### config.mk
export PLATFORM = sky130hd
export DESIGN_NAME = lamp_check_sequencer
export DESIGN_NICKNAME = d
export VERILOG_FILES = /design/src/logic/lamp_check_sequencer.v /design/src/logic/ms_tick_gen.v
export VERILOG_INCLUDE_DIRS = /design/src /design/src/logic
export SDC_FILE = /design/constraint.sdc
export NUM_CORES = 1
export LEC_CHECK = 0
export ABC_AREA = 1
export BUFFER_PORTS_ARGS = -buffer_cell sky130_fd_sc_hd__buf_2
export CAP_MARGIN = 20
export CORE_MARGIN = 3
export CORE_UTILIZATION = 35
export DETAILED_ROUTE_END_ITERATION = 12
export PLACE_DENSITY_LB_ADDON = 0.08
export SLEW_MARGIN = 40
export SYNTH_ARGS = -nofsm -noshare
export SYNTH_HDL_FRONTEND = slang
export SYNTH_SLANG_ARGS = --single-unit
### constraint.sdc
create_clock -name clk_sys -period 4.4 [get_ports clk_sys]
set_input_delay 0.88 -clock clk_sys [delete_from_list [all_inputs] [get_ports clk_sys]]
set_output_delay 0.88 -clock clk_sys [all_outputs]
set_load 0.05 [all_outputs]
### src/logic/lamp_check_defines.vh
/*
 Constants for the indicator lamp self-check sequencer: timing figures,
 derived cycle counts and lamp counts. Assumes a 20 MHz system clock.
*/
`ifndef LAMP_CHECK_DEFINES_VH
`define LAMP_CHECK_DEFINES_VH

`define CLK_SYS_HZ 20000000
`define TICK_MS_CYCLES (`CLK_SYS_HZ / 1000)
`define LAMP_COUNT 62
`define LAMP_ROWS 6
`define TRIGGER_SEL_W 4
`define TRIGGER_COUNT 16
`define MIN_PULSE_MS 250
`define STAGE1_MAX_MS 60000
`define STEP_MS 1000

`endif

### src/logic/lamp_check_sequencer.v
/*
 Indicator lamp self-check sequencer with shadowed normal lamp requests.
 Assumes control operands are synchronous to clk_sys and lamp drivers take
 lamp_out directly; the whole lamp set includes pushbutton lamps.
*/
// What this block does
// - Test starts only when enabled, from the configured control operand
// - Every lamp, pushbutton lamps included, is driven for the whole test
// - Stage one lights all 62 lamps together
// - Stage one lasts only while the control input stays asserted
// - Control held one minute in stage one ends the whole test
// - Stage two: all off, then each lamp alone on for one second
// - Stage two scans from top-left, down each column, then next column
// - Stage three: all on, each lamp alone off for one second
// - Stage three scans in the same order as stage two
// - Stages two and three can be interrupted at any moment
// - During test, lamps follow only the test sequence
// - Normal lamp changes are still accepted; the live request input serves as the store
// - At test end, lamps immediately show their shadowed state
// - Target reset requests are ignored while the test runs
// - Test-active output stands from test start until test end
// - One test-started event is emitted whenever the test begins
// - Level and rising edges of control steer progress and abort
// - Control pulses under 250 ms are ignored
// - Control release in stage one moves to stage two
// - Stage two completing all lamps enters stage three
// - After stage one, a new control press aborts the test
`timescale 1ns/1ps
`include "lamp_check_defines.vh"
module lamp_check_sequencer #(
    parameter LAMPS = `LAMP_COUNT,
    parameter ROWS = `LAMP_ROWS,
    parameter TICK_CYCLES = `TICK_MS_CYCLES,
    parameter MIN_PULSE_MS = `MIN_PULSE_MS,
    parameter STAGE1_MAX_MS = `STAGE1_MAX_MS,
    parameter STEP_MS = `STEP_MS
) (
    input wire clk_sys,
    input wire rst_n,
    input wire lamp_check_enable,
    input wire [`TRIGGER_SEL_W-1:0] lamp_check_trigger_select,
    input wire [`TRIGGER_COUNT-1:0] control_operands,
    input wire [LAMPS-1:0] lamp_request,
    input wire target_reset_request,
    output reg [LAMPS-1:0] lamp_out,
    output reg lamp_check_active_flag,
    output reg lamp_check_begun_event,
    output reg target_reset_out,
    output reg [1:0] stage_out
);
    localparam ST_IDLE = 2'd0;
    localparam ST_ALL_ON = 2'd1;
    localparam ST_WALK_ON = 2'd2;
    localparam ST_WALK_OFF = 2'd3;

    // Lamp index order is column-major: index = column * ROWS + row,
    // so counting upward walks down each column before the next one.
    function [LAMPS-1:0] one_hot;
        input [7:0] idx;
        integer k;
        begin
            one_hot = {LAMPS{1'b0}};
            for (k = 0; k < LAMPS; k = k + 1) begin
                if (idx == k[7:0]) begin
                    one_hot[k] = 1'b1;
                end
            end
        end
    endfunction

    // Stages two and three share the one-second stepping
    function is_scan;
        input [1:0] st;
        begin
            is_scan = (st == ST_WALK_ON) || (st == ST_WALK_OFF);
        end
    endfunction

    // single-lamp pattern, inverted for the dark walk
    function [LAMPS-1:0] walk_pattern;
        input [7:0] idx;
        input dark;
        begin
            if (dark) begin
                walk_pattern = ~one_hot(idx);
            end else begin
                walk_pattern = one_hot(idx);
            end
        end
    endfunction

    wire tick;
    reg [1:0] state_reg;
    reg [1:0] state_next;
    reg [31:0] hold_ms_reg;
    reg ctrl_filt_reg;
    reg ctrl_filt_prev_reg;
    reg [31:0] stage_ms_reg;
    reg [7:0] lamp_idx_reg;
    reg [7:0] lamp_idx_next;
    reg [LAMPS-1:0] lamp_next;
    reg end_test;
    reg advance;
    reg step_done;
    wire in_scan;

    assign in_scan = is_scan(state_reg);

    ms_tick_gen #(
        .CYCLES(TICK_CYCLES)
    ) u_tick (
        .clk_sys(clk_sys),
        .rst_n(rst_n),
        .tick_reg(tick)
    );

    wire ctrl_raw = control_operands[lamp_check_trigger_select];

    // pulse width count, saturating at the threshold
    always @(posedge clk_sys or negedge rst_n) begin
        if (!rst_n) begin
            hold_ms_reg <= 32'h0000_0000;
        end else if (!ctrl_raw) begin
            hold_ms_reg <= 32'h0000_0000;
        end else if (tick && hold_ms_reg < MIN_PULSE_MS - 1) begin
            hold_ms_reg <= hold_ms_reg + 32'h0000_0001;
        end
    end

    // qualified level; short pulses never reach it.
    // Release drops it at once, so stage two starts without delay.
    always @(posedge clk_sys or negedge rst_n) begin
        if (!rst_n) begin
            ctrl_filt_reg <= 1'b0;
        end else if (!ctrl_raw) begin
            ctrl_filt_reg <= 1'b0;
        end else if (tick && hold_ms_reg >= MIN_PULSE_MS - 1) begin
            ctrl_filt_reg <= 1'b1;
        end
    end

    always @(posedge clk_sys or negedge rst_n) begin
        if (!rst_n) begin
            ctrl_filt_prev_reg <= 1'b0;
        end else begin
            ctrl_filt_prev_reg <= ctrl_filt_reg;
        end
    end

    wire ctrl_rise = ctrl_filt_reg & ~ctrl_filt_prev_reg;

    always @* begin
        state_next = state_reg;
        end_test = 1'b0;
        advance = 1'b0;
        step_done = tick && (stage_ms_reg >= STEP_MS - 1);
        case (state_reg)
            ST_IDLE: begin
                if (lamp_check_enable && ctrl_rise) begin
                    state_next = ST_ALL_ON;
                    advance = 1'b1;
                end
            end
            ST_ALL_ON: begin
                if (tick && stage_ms_reg >= STAGE1_MAX_MS - 1) begin
                    state_next = ST_IDLE;
                    end_test = 1'b1;
                end else if (!ctrl_filt_reg) begin
                    state_next = ST_WALK_ON;
                    advance = 1'b1;
                end
            end
            ST_WALK_ON: begin
                if (ctrl_rise) begin
                    state_next = ST_IDLE;
                    end_test = 1'b1;
                end else if (step_done && lamp_idx_reg == LAMPS - 1) begin
                    state_next = ST_WALK_OFF;
                    advance = 1'b1;
                end
            end
            ST_WALK_OFF: begin
                if (ctrl_rise) begin
                    state_next = ST_IDLE;
                    end_test = 1'b1;
                end else if (step_done && lamp_idx_reg == LAMPS - 1) begin
                    state_next = ST_IDLE;
                    end_test = 1'b1;
                end
            end
            default: begin
                state_next = ST_IDLE;
            end
        endcase
    end

    always @(posedge clk_sys or negedge rst_n) begin
        if (!rst_n) begin
            state_reg <= ST_IDLE;
        end else begin
            state_reg <= state_next;
        end
    end

    always @(posedge clk_sys or negedge rst_n) begin
        if (!rst_n) begin
            stage_ms_reg <= 32'h0000_0000;
        end else if (advance || end_test) begin
            stage_ms_reg <= 32'h0000_0000;
        end else if (in_scan && step_done) begin
            stage_ms_reg <= 32'h0000_0000;
        end else if (state_reg != ST_IDLE && tick) begin
            stage_ms_reg <= stage_ms_reg + 32'h0000_0001;
        end
    end

    // column-major stepping; computed once so the lamp pattern
    // and the scan counter change on the same edge
    always @* begin
        if (advance || end_test) begin
            lamp_idx_next = 8'h00;
        end else if (in_scan && step_done) begin
            lamp_idx_next = lamp_idx_reg + 8'h01;
        end else begin
            lamp_idx_next = lamp_idx_reg;
        end
    end

    always @(posedge clk_sys or negedge rst_n) begin
        if (!rst_n) begin
            lamp_idx_reg <= 8'h00;
        end else begin
            lamp_idx_reg <= lamp_idx_next;
        end
    end

    always @* begin
        case (state_next)
            ST_ALL_ON: begin
                lamp_next = {LAMPS{1'b1}};
            end
            ST_WALK_ON: begin
                lamp_next = walk_pattern(lamp_idx_next, 1'b0);
            end
            ST_WALK_OFF: begin
                lamp_next = walk_pattern(lamp_idx_next, 1'b1);
            end
            default: begin
                // requests keep flowing in throughout; the
                // request input itself is the store, so release is immediate
                lamp_next = lamp_request;
            end
        endcase
    end

    always @(posedge clk_sys or negedge rst_n) begin
        if (!rst_n) begin
            lamp_out <= {LAMPS{1'b0}};
        end else begin
            lamp_out <= lamp_next;
        end
    end

    always @(posedge clk_sys or negedge rst_n) begin
        if (!rst_n) begin
            lamp_check_active_flag <= 1'b0;
        end else begin
            lamp_check_active_flag <= (state_next != ST_IDLE);
        end
    end

    always @(posedge clk_sys or negedge rst_n) begin
        if (!rst_n) begin
            lamp_check_begun_event <= 1'b0;
        end else begin
            lamp_check_begun_event <= (state_reg == ST_IDLE) &&
                (state_next == ST_ALL_ON);
        end
    end

    // reset blocked, also on the start and end cycles
    always @(posedge clk_sys or negedge rst_n) begin
        if (!rst_n) begin
            target_reset_out <= 1'b0;
        end else begin
            target_reset_out <= target_reset_request &&
                (state_reg == ST_IDLE) && (state_next == ST_IDLE);
        end
    end

    // Stage report follows the state register
    always @(posedge clk_sys or negedge rst_n) begin
        if (!rst_n) begin
            stage_out <= ST_IDLE;
        end else begin
            stage_out <= state_next;
        end
    end
endmodule // lamp_check_sequencer

### src/logic/ms_tick_gen.v
/*
 Millisecond tick prescaler: one-cycle pulse every CYCLES system clocks.
 Assumes a free-running system clock and asynchronous active-low reset.
*/
`timescale 1ns/1ps
module ms_tick_gen #(
    parameter CYCLES = 20000
) (
    input wire clk_sys,
    input wire rst_n,
    output reg tick_reg
);
    reg [31:0] count_reg;
    always @(posedge clk_sys or negedge rst_n) begin
        if (!rst_n) begin
            count_reg <= 32'h0000_0000;
            tick_reg <= 1'b0;
        end else if (count_reg == CYCLES - 1) begin
            count_reg <= 32'h0000_0000;
            tick_reg <= 1'b1;
        end else begin
            count_reg <= count_reg + 32'h0000_0001;
            tick_reg <= 1'b0;
        end
    end
endmodule // ms_tick_gen

# Word-level counts from Yosys, hierarchy flattened
# Cells that the tools add are included.
totals:
  wordCells: 270
  input_bits: 86
  register_bits: 174
op_classes:
  bitwise_logic: 3
  order_cmp: 5
  eq_ne: 71
  mux: 156
  add_sub_neg: 4
  reduce_logical: 19
op_table:
  columns: ["operator", "n"]
  rows:
  - ["$eq 8x6->1 const B", 31]
  - ["$mux 32", 6]
  - ["$pmux 62 s3", 1]
  - ["$mux 1", 136]
  - ["$eq 8x5->1 const B", 16]
  - ["$add 32x1->32 const B", 3]
  - ["$eq 8x4->1 const B", 8]
  - ["$not 62->62", 1]
  - ["$eq 32x15->1 const B", 1]
  - ["$eq 8x3->1 const B", 4]
  - ["$ge 32x10->1 const B", 1]
  - ["$ge 32x16->1 const B", 1]
  - ["$ge 32x8->1 const B", 1]
  - ["$lt 32x8->1 const B", 1]
  - ["$eq 8x2->1 const B", 2]
  - ["$mux 8", 2]
  - ["$mux 2", 7]
  - ["$logic_and 1x1->1", 11]
  - ["$add 8x1->8 const B", 1]
  - ["$eq 2x2->1 const B", 4]
  - ["$eq 8x1->1 const B", 1]
  - ["$logic_not 8->1", 1]
  - ["$pmux 2 s4", 1]
  - ["$pmux 1 s3", 2]
  - ["10 further kinds", 15]

# Logic depth before layout (Yosys ltp)
# Gate-level depths: netlist of the first run.
logic_depth:
  depth_word: 13
  mapped_depth: 19
  mapped_depth_nobuf: 19

# Hierarchy
# Synthesis of the first run repeated with hierarchy kept, for this count alone.
unflattened:
  cells_unflattened: 1393
  area_unflattened_um2: 9980.8
modules_own_cells:
  columns: ["module", "cells_per_inst", "seq_area_each_um2", "instances", "area_per_inst_um2"]
  rows:
  - ["lamp_check_sequencer", 1084, 3528.4, 1, 7948.9]
  - ["ms_tick_gen", 309, 825.8, 1, 2031.9]

# Least setup slack after synthesis of the first run
# No wires, ideal clock.
synth_path:
  kind: "flip-flop to flip-flop"
  startpoint: "reg stage_ms_reg[0]"
  endpoint: "reg lamp_out[23]"
  n_path_buf: 1
  arrival_ps: 2111
  setup_time_ps: 117
  slack_ps: 2173
  stages_incl_launch_ff: 19
  synth_period_minus_slack_ps: 2227
  path_cell_list: "dfrtp_1 ha_1 nand2_1 nand2_1 a21oi_1 nand2_1 nand4_1 nand2_1 inv_2 nand2_2 nor2_4 buf_6 nand3_2 inv_2 nand2_1 nor2_2 nand2_1 nand2_1 nand2_1"
synth_between:
  elab_chain_cells: 13
synth_rtl:
  columns: ["item", "line", "source"]
  rows:
  - ["start: declaration", "lamp_check_sequencer.v:98", "reg [31:0] stage_ms_reg;"]
  - ["start signal: assignment", "lamp_check_sequencer.v:213", "stage_ms_reg <= stage_ms_reg + 32'h0000_0001;"]
  - ["$ge 32x10->1", "lamp_check_sequencer.v:156", "step_done = tick && (stage_ms_reg >= STEP_MS - 1);"]
  - ["$logic_and 1x1->1", "lamp_check_sequencer.v:156", null]
  - ["$logic_and 1x1->1", "lamp_check_sequencer.v:177, lamp_check_sequencer.v:186", null]
  - ["$mux 1", "lamp_check_sequencer.v:177, lamp_check_sequencer.v:186", null]
  - ["$mux 1 (on tied branches)", "lamp_check_sequencer.v:174, lamp_check_sequencer.v:183", null]
  - ["$pmux 1 s3", "lamp_check_sequencer.v:157", "case (state_reg)"]
  - ["$logic_or 1x1->1", "lamp_check_sequencer.v:220", "if (advance || end_test) begin"]
  - ["$mux 8", "lamp_check_sequencer.v:220", null]
  - ["$eq 8x5->1", null, null]
  - ["$mux 1", "lamp_check_sequencer.v:64", "if (idx == k[7:0]) begin"]
  - ["$mux 1", "lamp_check_sequencer.v:238", "case (state_next)"]
  - ["$not 62->62", "lamp_check_sequencer.v:85", "walk_pattern = ~one_hot(idx);"]
  - ["$pmux 62 s3 *", "lamp_check_sequencer.v:238", null]
  - ["net lamp_next[23]", "lamp_check_sequencer.v:101", "reg [LAMPS-1:0] lamp_next;"]
  - ["end signal: assignment", "lamp_check_sequencer.v:258", "lamp_out <= {LAMPS{1'b0}};"]
  - ["end signal: assignment", "lamp_check_sequencer.v:260", "lamp_out <= lamp_next;"]
  - ["end: declaration", "lamp_check_sequencer.v:45", "output reg [LAMPS-1:0] lamp_out,"]
# The timed path passes the listed nets; every way through them passes the cells marked *. The select of a mux whose other input is x is not followed.
# A chain may end at the register's enable or synchronous reset.

# Worst setup path after layout of the first run
layout_path:
  startpoint: "reg lamp_idx_reg[3]"
  endpoint: "reg lamp_out[54]"
layout_between:
  elab_chain_cells: 12
layout_rtl:
  columns: ["item", "line", "source"]
  rows:
  - ["start: declaration", "lamp_check_sequencer.v:99", "reg [7:0] lamp_idx_reg;"]
  - ["start signal: assignment", "lamp_check_sequencer.v:233", "lamp_idx_reg <= lamp_idx_next;"]
  - ["$eq 8x6->1", "lamp_check_sequencer.v:177, lamp_check_sequencer.v:186", null]
  - ["$logic_and 1x1->1", "lamp_check_sequencer.v:177, lamp_check_sequencer.v:186", null]
  - ["$mux 1", "lamp_check_sequencer.v:177, lamp_check_sequencer.v:186", null]
  - ["$mux 1 (on tied branches)", "lamp_check_sequencer.v:174, lamp_check_sequencer.v:183", null]
  - ["$pmux 1 s3", "lamp_check_sequencer.v:157", null]
  - ["$logic_or 1x1->1", "lamp_check_sequencer.v:220", null]
  - ["$mux 8", "lamp_check_sequencer.v:220", null]
  - ["$eq 8x6->1", null, null]
  - ["$mux 1", "lamp_check_sequencer.v:64", null]
  - ["$mux 1", "lamp_check_sequencer.v:238", null]
  - ["$not 62->62", "lamp_check_sequencer.v:85", null]
  - ["$pmux 62 s3 *", "lamp_check_sequencer.v:238", null]
  - ["net lamp_next[54]", "lamp_check_sequencer.v:101", null]
# Marked as above.

==> flow_metrics.tcl, run 1 <==
set metrics [dict create \
    status "complete, no violations" \
    post_cts_buffers 0 \
    grt_pass1_vias 8026 \
    mostFrequentLayoutCells "nand2_1, dfrtp_1, inv_1" \
    finalHoldWorstSlack_ps 478 \
    p_sw_uw 756 \
    nFillCells 2726 \
    drt_wl_total_um 26700 \
    worst-path-buf-inv 6 \
    p_leak_nw 6.02 \
    worst_setup_path_start_kind "flop" \
    die_w_um 169 \
    regMostFlops "lamp_out" \
    rrSetupSlack_ps 1350 \
    register_area_sq_um 4350 \
    post_cts_resized 0 \
    p_int_mw 2.73 \
    start_util 0.358 \
    placed_cells 1690 \
    setup_viol 0 \
    htree_num_levels 4 \
    slew_violations 0 \
    rsz0062_at_grt "no" \
    die_area_sq_um 28700 \
    async_flop_share 1.00 \
    worstSetupEndpointType "flop" \
    final_common_cell "nand2_1" \
    antenna_cells 0 \
    drc_errors 0 \
    cp_common_cell "nand2_1" \
    slowest_stage "buf_4" \
    timing.final.ws_setup_ps 1350 \
    drive_above_1_share 0.194 \
    cpLargestDelayFamily "simple AND/OR/NAND/NOR gates" \
    routedWlPerCell_um 15.5 \
    worst-r2r-cell-count 17 \
    p_comb_frac 0.031 \
    grt_first_pass_wirelength_um 42800 \
    synth_edf_count 0 \
    clk_pin_slew_ps 70 \
    syn_nets 1324 \
    port_buffers 152 \
    worstPathArrival_ps 3370 \
    required_ps 4720 \
    core_sq_um 26100 \
    hold_buffers 0 \
    utilization 0.425 \
    gr-total-overflow 0 \
    grt_usage 0.189 \
    max-vdd-ir-drop_mv 0.247 \
    first_pass_iters 6 \
    worst_slew_pin_slew_ps 739 \
    p_seq_frac 0.459 \
    reg2reg_from "lamp_idx_reg[3]" \
    place_ws_ps 1340 \
    synthesis.area_sq_um 9340 \
    stdcell_count 1722 \
    syn_inst 1231 \
    finalCriticalPeriod_ps 3050 \
    ys_warn_count 0 \
    ios 153 \
    fin_skew_ps 11.9 \
    sw_frac_of_total 0.217 \
    worst-path-max-fanout 72 \
    vias 8196 \
    synth_flop_cell "dfrtp_1" \
    multi_input_area_sq_um 4150 \
    hold_viol_final 0 \
    numCtsBuffers 17 \
    first_iter_violations 635 \
    ys_seq_area_frac 0.466 \
    route.antenna.remaining_nets 0 \
    grt_max_degree 95 \
    worstSkewPairLatency_ps 430 \
    power.density_nw_per_um2 314 \
    finalCritPeriodShare 0.693 \
    critical_path.max_stage_delay_ps 550 \
    clock_power_share 0.511 \
    relSlewSlack 0.507 \
    cts_tree "yes" \
    die_h_um 169 \
    clock_path_buffers 2 \
    yosys_register_bits 174 \
    rows 59 \
    ys_types 42 \
    antenna_found_initial 0 \
    hpwl_um 19700 \
    largest_reg_flops 62 \
    cts_root_buffer "clkbuf_16" \
    fmax_mhz 328 \
    avgSynthCellArea_sq_um 7.59 \
    place.gp.congestion 0.899 \
    critPathKind "reg -> reg" \
    setup_tns_ps 0 \
    area_growth_pct 18.8 \
    via_per_inst 4.76 \
    worstPathCellList "nand2_1 -> nor3_2 -> nand2_1 -> nor2_1 -> nand3_1 -> nand3_1 -> nand2_1 -> inv_1 -> nand3_2 -> buf_4 -> inv_2 -> buf_4 -> nand2_1 -> inv_1 -> nand2_1 -> nand2_1 -> inv_1" \
    cap_violations 0 \
    nets 1467 \
    cts_sinks 174 \
    min_path_type "in -> async" \
    worstReg2RegEnd "lamp_out[54]" \
]
-- how the worst max path moves through the flow --
| stage | start | to | slack (ps) | cells after the start |
|---|---|---|---|---|
| after global routing | lamp_idx_reg[3] | lamp_out[54] | 950 | 17 |
| after detailed placement | lamp_idx_reg[3] | lamp_out[54] | 1340 | 17 |
| after global placement | stage_ms_reg[0] | lamp_out[6] | 1290 | 17 |
| after floorplan | stage_ms_reg[0] | lamp_out[23] | 2170 | 18 |
| after CTS | lamp_idx_reg[3] | lamp_out[54] | 1310 | 17 |
| final | lamp_idx_reg[3] | lamp_out[54] | 1350 | 17 |
-- worst register-to-register path, delay by kind of cell (launching register included) --
| family | cells | cell delay [ps] |
|---|---|---|
| AND/OR/NAND/NOR | 11 | 1390 |
| buffers and inverters | 6 | 1140 |
| flip-flops | 1 | 430 |
-- cells by family after synthesis --
| family | share of synthesized area |
|---|---|
| simple gates | 0.342 |
| compound gates | 0.0597 |
| xor+xnor | 0.0281 |
| fa+ha+maj | 0.00937 |
| flops | 0.466 |
| buf+inv | 0.0907 |
| mux | 0.00429 |
-- synth_stat cells (2+ instances only) --
library cell,number,share of area
a21oi_1,21,0.011
a31oi_1,2,0.0013
buf_2,14,0.0075
buf_4,6,0.0048
buf_6,3,0.0036
clkbuf_1,13,0.0052
dfrtp_1,174,0.47
ha_1,7,0.0094
inv_1,155,0.062
inv_2,16,0.0064
mux2i_1,4,0.0043
nand2_1,344,0.14
nand2_2,11,0.0074
nand3_1,118,0.063
nand3_2,11,0.012
nand3b_1,3,0.0024
nand4_1,24,0.016
nor2_1,127,0.051
nor2_2,15,0.010
nor2_4,8,0.0096
nor3_1,30,0.016
nor4_1,12,0.0080
o211ai_1,4,0.0032
o21ai_0,42,0.022
o21ai_1,15,0.0080
o21ai_2,2,0.0019
o21ai_4,3,0.0052
o21bai_1,2,0.0016
o41ai_1,2,0.0019
or2_2,3,0.0020
xnor2_1,9,0.0084
xor2_1,21,0.020
-- power groups by stage --
stage / logic (mW) / clock network [mW] / registers [mW]
4_1_cts: 0.110 / 1.82 / 1.60
3_5_place_dp: 0.110 / 0 / 1.63
6_report: 0.106 / 1.78 / 1.60
5_1_grt: 0.120 / 1.89 / 1.60
3_3_place_gp: 0.110 / 0 / 1.63
2_1_floorplan: 0.0219 / 0 / 1.63
-- per-stage QoR --
stage / area [sq um] / power [mW]
after detailed placement: 10400 / 1.74
final: 11100 / 3.48
after global routing: 11100 / 3.60
after global placement: 10400 / 1.74
after CTS: 11100 / 3.53
after floorplan: 9340 / 1.65
-- layout make-up --
cell class / count / share of cell area
Clock buffer: 18 / 0.0396
Clock inverter: 14 / 0.0223
Inverter: 172 / 0.0582
Multi-Input combinational cell: 848 / 0.374
Sequential cell: 174 / 0.392
Tap cell: 335 / 0.0378
Timing Repair Buffer: 161 / 0.0755
-- per-layer routing --
layer  vias up  part of all wire  wire length (um)  track usage
li1       4180                 -                 -            -
met1      3817              0.48             12900        0.265
met2       173              0.47             12400        0.306
met3        26             0.035               931       0.0280
met4         0             0.016               423       0.0519
met5         -                 0                 0            0
Power figures use the tool's default switching activity.
==> run 2, diff against run 1 <==
- clock period: 4.4 -> 2.97 ns (I/O delays scaled with it)
==> run 2 against run 1 <==
Effect of this change: total power is 37% higher; sequential share of layout area decreased by 0.35 points; cell count rose by 0.93%; largest power group is now sequential cells; critical endpoint is now lamp_out[46]; first-iteration DRC count is 3.8% lower; final area up 0.90%; wire length is 1.9% higher; register-to-register slack worse by 1100 ps; clock skew is 3.6 ps higher; die area did not move; via count up 1.3%; sequential cell count unchanged; worst hold slack worse by 300 ps.
==> flow_metrics.tcl, run 2 (synthesized netlist as in run 1, its figures left out) <==
set metrics [dict create \
    status "complete, no violations" \
    via_per_inst 4.78 \
    fin_skew_ps 15.6 \
    regMostFlops "lamp_out" \
    register_area_sq_um 4350 \
    cap_violations 0 \
    antenna_found_initial 0 \
    drt_wl_total_um 27200 \
    htree_num_levels 4 \
    die_area_sq_um 28700 \
    cts_root_buffer "clkbuf_16" \
    first_pass_iters 6 \
    worst-path-max-fanout 14 \
    rows 59 \
    power.density_nw_per_um2 426 \
    mostFrequentLayoutCells "nand2_1, dfrtp_1, inv_1" \
    cts_tree "yes" \
    start_util 0.358 \
    multi_input_area_sq_um 4180 \
    worst_setup_path_start_kind "flop" \
    p_int_mw 3.67 \
    clk_pin_slew_ps 70 \
    port_buffers 152 \
    rsz0062_at_grt "yes" \
    routedWlPerCell_um 15.7 \
    largest_reg_flops 62 \
    grt_first_pass_wirelength_um 43100 \
    clock_power_share 0.469 \
    nFillCells 2787 \
    p_sw_mw 1.10 \
    drc_errors 0 \
    antenna_cells 0 \
    core_sq_um 26100 \
    fin_area_sq_um 11200 \
    critPathKind "reg -> reg" \
    slew_violations 0 \
    route.antenna.remaining_nets 0 \
    first_iter_violations 611 \
    gr-total-overflow 0 \
    die_h_um 169 \
    place.gp.congestion 0.888 \
    hpwl_um 20300 \
    numCtsBuffers 17 \
    utilization 0.428 \
    cts_sinks 174 \
    finalCriticalPeriod_ps 2720 \
    vias 8305 \
    p_comb_frac 0.034 \
    relSlewSlack 0.521 \
    worstSetupEndpointType "flop" \
    min_path_type "in -> async" \
    worstPathArrival_ps 3040 \
    required_ps 3280 \
    grt_usage 0.190 \
    clock_path_buffers 2 \
    max-vdd-ir-drop_mv 0.384 \
    setup_tns_ps 0 \
    finalCritPeriodShare 0.917 \
    nets 1484 \
    die_w_um 169 \
    p_leak_nw 6.06 \
    area_growth_pct 19.8 \
    fmax_mhz 367 \
    worstSkewPairLatency_ps 430 \
    place_ws_ps 138 \
    sw_frac_of_total 0.230 \
    final_common_cell "nand2_1" \
    hold_viol_final 0 \
    grt_pass1_vias 7995 \
    drive_above_1_share 0.205 \
    worst_slew_pin_slew_ps 718 \
    setup_viol 0 \
    dpl_cell_area_sq_um 10600 \
    grt_max_degree 71 \
    ios 153 \
    p_seq_frac 0.497 \
    timing.final.ws_setup_ps 247 \
]
[run 2: final cells by class]
cell class | instances | area share
repair buffers | 178 | 0.0915
clock inverters | 12 | 0.0124
flip-flops and latches | 174 | 0.389
well taps | 335 | 0.0374
inverters | 172 | 0.0579
multi-input cells | 848 | 0.373
clock buffers | 19 | 0.0387
[run 2: path summary, 6_finish.rpt]
kind | depth (start not counted) | to | slack (ps) | start
min reg2reg | 1 | u_tick.count_reg[0] | 480 | u_tick.count_reg[0]
max | 16 | lamp_out[46] | 250 | stage_ms_reg[0]
min in group clk_sys | 3 | target_reset_out | 380 | target_reset_request
max reg2reg | 16 | lamp_out[46] | 250 | stage_ms_reg[0]
min | 1 | hold_ms_reg[24] | 180 | rst_n
max in group asynchronous | 2 | hold_ms_reg[17] | 2020 | rst_n
[run 2: timing repair]
item / in CTS / in global routing
setup endpoints to repair: 0 / 52
hold buffers: 0 / 0
resized for setup: 0 / 10
setup buffers: 0 / 3
[run 2: power by group through the flow]
stage | Sequential (mW) | Combinational, mW | Clock, mW
global route | 2.37 | 0.184 | 2.38
CTS | 2.37 | 0.170 | 2.30
global placement | 2.41 | 0.169 | 0
floorplan | 2.41 | 0.0324 | 0
finish | 2.37 | 0.162 | 2.24
detailed placement | 2.41 | 0.169 | 0
[run 2: layer usage]
layer | up-vias | routed length (um) | global-route usage
met1 | 3883 | 13200 | 0.271
met3 | 35 | 1020 | 0.0287
met2 | 178 | 12400 | 0.298
met5 | - | 0 | 0
li1 | 4209 | - | -
met4 | 0 | 627 | 0.0601
[run 2: critical path, cell delays in order (launching register included)]
cell     delay (ps)
dfrtp_1         400
ha_1            220
nand2_1         100
nand2_1          60
a21oi_1         170
nand2_1         140
nand3_2         110
buf_4           210
nand2_1          80
nand2_2         120
nand3_2         150
nor2_2          160
nand2_2         110
inv_2           290
nand3_1         120
nand2_1         100
nand2_1          50
[run 2: per-stage QoR]
| step | hold WS (ps) | power [mW] | instances |
|---|---|---|---|
| 2_1_floorplan | 298 | 2.45 | 1231 |
| 3_3_place_gp | 468 | 2.58 | 1704 |
| 3_5_place_dp | 479 | 2.58 | 1704 |
| 4_1_cts | 218 | 4.83 | 1735 |
| 5_1_grt | 217 | 4.93 | 1738 |
| 6_report | 178 | 4.77 | 1738 |
==> run 3, diff against run 2 <==
- SKIP_LAST_GASP: default -> 1
- clock period: 2.97 -> 3.19 ns (I/O delays scaled with it)
==> run 3 against run 2 <==
Effect of this change: clock skew is 2.0 ps higher; critical path type unchanged; highest routed layer unchanged; fmax is 7.8% lower; final area is 0.70% lower; critical endpoint is now lamp_out[54].
==> flow_metrics.tcl, run 3 (synthesized netlist as in run 1, its figures left out) <==
set metrics [dict create \
    status "complete, no violations" \
    start_util 0.358 \
    grt_max_degree 69 \
    routedWlPerCell_um 15.6 \
    slowest_stage "dfrtp_1" \
    reg2reg_from "stage_ms_reg[5]" \
    hold_buffers 0 \
    finalCritPeriodShare 0.925 \
    clk_pin_slew_ps 70 \
    core_sq_um 26100 \
    worst-path-max-fanout 12 \
    route.met3.wl_um 1170 \
    critPathLaunch "stage_ms_reg[5]" \
    grt_usage 0.189 \
    setup_viol 0 \
    route.antenna.remaining_nets 0 \
    rows 59 \
    endpoint "lamp_out[54]" \
    required_ps 3510 \
    fin_area_sq_um 11100 \
    relSlewSlack 0.539 \
    worst-path-buf-inv 2 \
    area_growth_pct 19.0 \
    port_buffers 152 \
    slew_violations 0 \
    htree_num_levels 4 \
    die_area_sq_um 28700 \
    fmax_mhz 339 \
    worst-r2r-cell-count 15 \
    drt_wl_total_um 27000 \
    regMostFlops "lamp_out" \
    first_pass_iters 5 \
    grt_pass1_vias 7864 \
    antenna_cells 0 \
    worstReg2RegEnd "lamp_out[54]" \
    die_h_um 169 \
    rsz0062_at_grt "yes" \
    cts_sinks 174 \
    nets 1480 \
    clock_path_buffers 2 \
    hpwl_um 20100 \
    worstSetupEndpointType "flop" \
    ios 153 \
    die_w_um 169 \
    grt_first_pass_wirelength_um 42600 \
    gr-total-overflow 0 \
    worstPathArrival_ps 3270 \
    dpl_cell_area_sq_um 10500 \
    critical_path.max_stage_delay_ps 470 \
    max-vdd-ir-drop_mv 0.371 \
    vias 8292 \
    nFillCells 2709 \
    numCtsBuffers 17 \
    cts_tree "yes" \
    drive_above_1_share 0.198 \
    final_common_cell "nand2_1" \
    antenna_found_initial 0 \
    worst_setup_path_start_kind "flop" \
    p_leak_nw 6.04 \
    cp_common_cell "nand2_1" \
    post_cts_resized 0 \
    finalCriticalPeriod_ps 2950 \
    placed_cells 1698 \
    setup_tns_ps 0 \
    min_path_type "in -> async" \
    place.gp.congestion 0.841 \
    fin_skew_ps 17.5 \
    largest_reg_flops 62 \
    wl_met2_um 12600 \
    route.layer.met1.wl_um 12800 \
    mostFrequentLayoutCells "nand2_1, dfrtp_1, inv_1" \
    worstPathCellList "nand3_1 -> nor2_1 -> a21oi_1 -> nand2_1 -> nand3_2 -> inv_2 -> nand2_1 -> nand2_2 -> nand3_2 -> nor2_2 -> nand2_1 -> nor2_2 -> nand3_1 -> nand2_1 -> inv_1" \
    drc_errors 0 \
    stdcell_count 1732 \
    highest_layer "met4" \
    via_per_inst 4.79 \
    cap_violations 0 \
    cts_root_buffer "clkbuf_16" \
    worst_slew_pin_slew_ps 683 \
    critPathKind "reg -> reg" \
    worstSkewPairLatency_ps 430 \
    hold_viol_final 0 \
    power.density_nw_per_um2 403 \
    cpLargestDelayFamily "simple AND/OR/NAND/NOR gates" \
    first_iter_violations 617 \
    rrSetupSlack_ps 240 \
    worstSetupPathDepth 15 \
]
## run 3: layout make-up
type                    instances  area [sq um]  share of cell area
multi-input cells             848          4150               0.373
inverters                     172           646              0.0581
repair buffers                174           970              0.0872
well taps                     335           419              0.0377
clock buffers                  19           443              0.0398
flip-flops and latches        174          4350               0.392
clock inverters                10           140              0.0126
## run 3: through the flow
stage / hold slack, ps / worst slack [ps] / power [mW] / utilization
3_5_place_dp: 478 / 225 / 2.40 / 0.402
5_1_grt: 239 / -13.3 / 4.64 / 0.425
6_report: 206 / 238 / 4.48 / 0.425
2_1_floorplan: 342 / 963 / 2.28 / -
4_1_cts: 225 / 206 / 4.55 / 0.424
3_3_place_gp: 469 / 246 / 2.40 / 0.402
## run 3: worst min-delay path by stage
stage	startpoint	to	slack, ps
after detailed placement	ctrl_filt_reg	ctrl_filt_prev_reg	480
after global placement	hold_ms_reg[12]	hold_ms_reg[12]	470
final	rst_n	u_tick.count_reg[8]	210
after floorplan	rst_n	ctrl_filt_prev_reg	340
after CTS	rst_n	u_tick.count_reg[8]	230
after global routing	rst_n	u_tick.count_reg[8]	240
## run 3: worst reg2reg max path, delay by kind of cell (launching register included)
kind / cells / cell delay (ps)
AOI/OAI and AO/OA: 1 / 80
buffers and inverters: 2 / 390
DFF: 1 / 470
and+or+nand+nor: 12 / 1910
## run 3: layer usage
layer,vias to the layer above,track usage
li1,4203,-
met2,182,0.302
met1,3882,0.266
met3,25,0.0361
met4,0,0.0484
met5,-,0
## run 3: what timing repair did
action	CTS	global route
hold endpoints to repair	0	0
setup buffers	0	5
endpoints found under the setup margin	0	3
## run 3: power breakdown
group	internal [mW]	switching (mW)
logic	0.0507	0.0946
clock network	1.24	0.887
registers	2.21	0.00000000000000000906
total	3.50	0.982
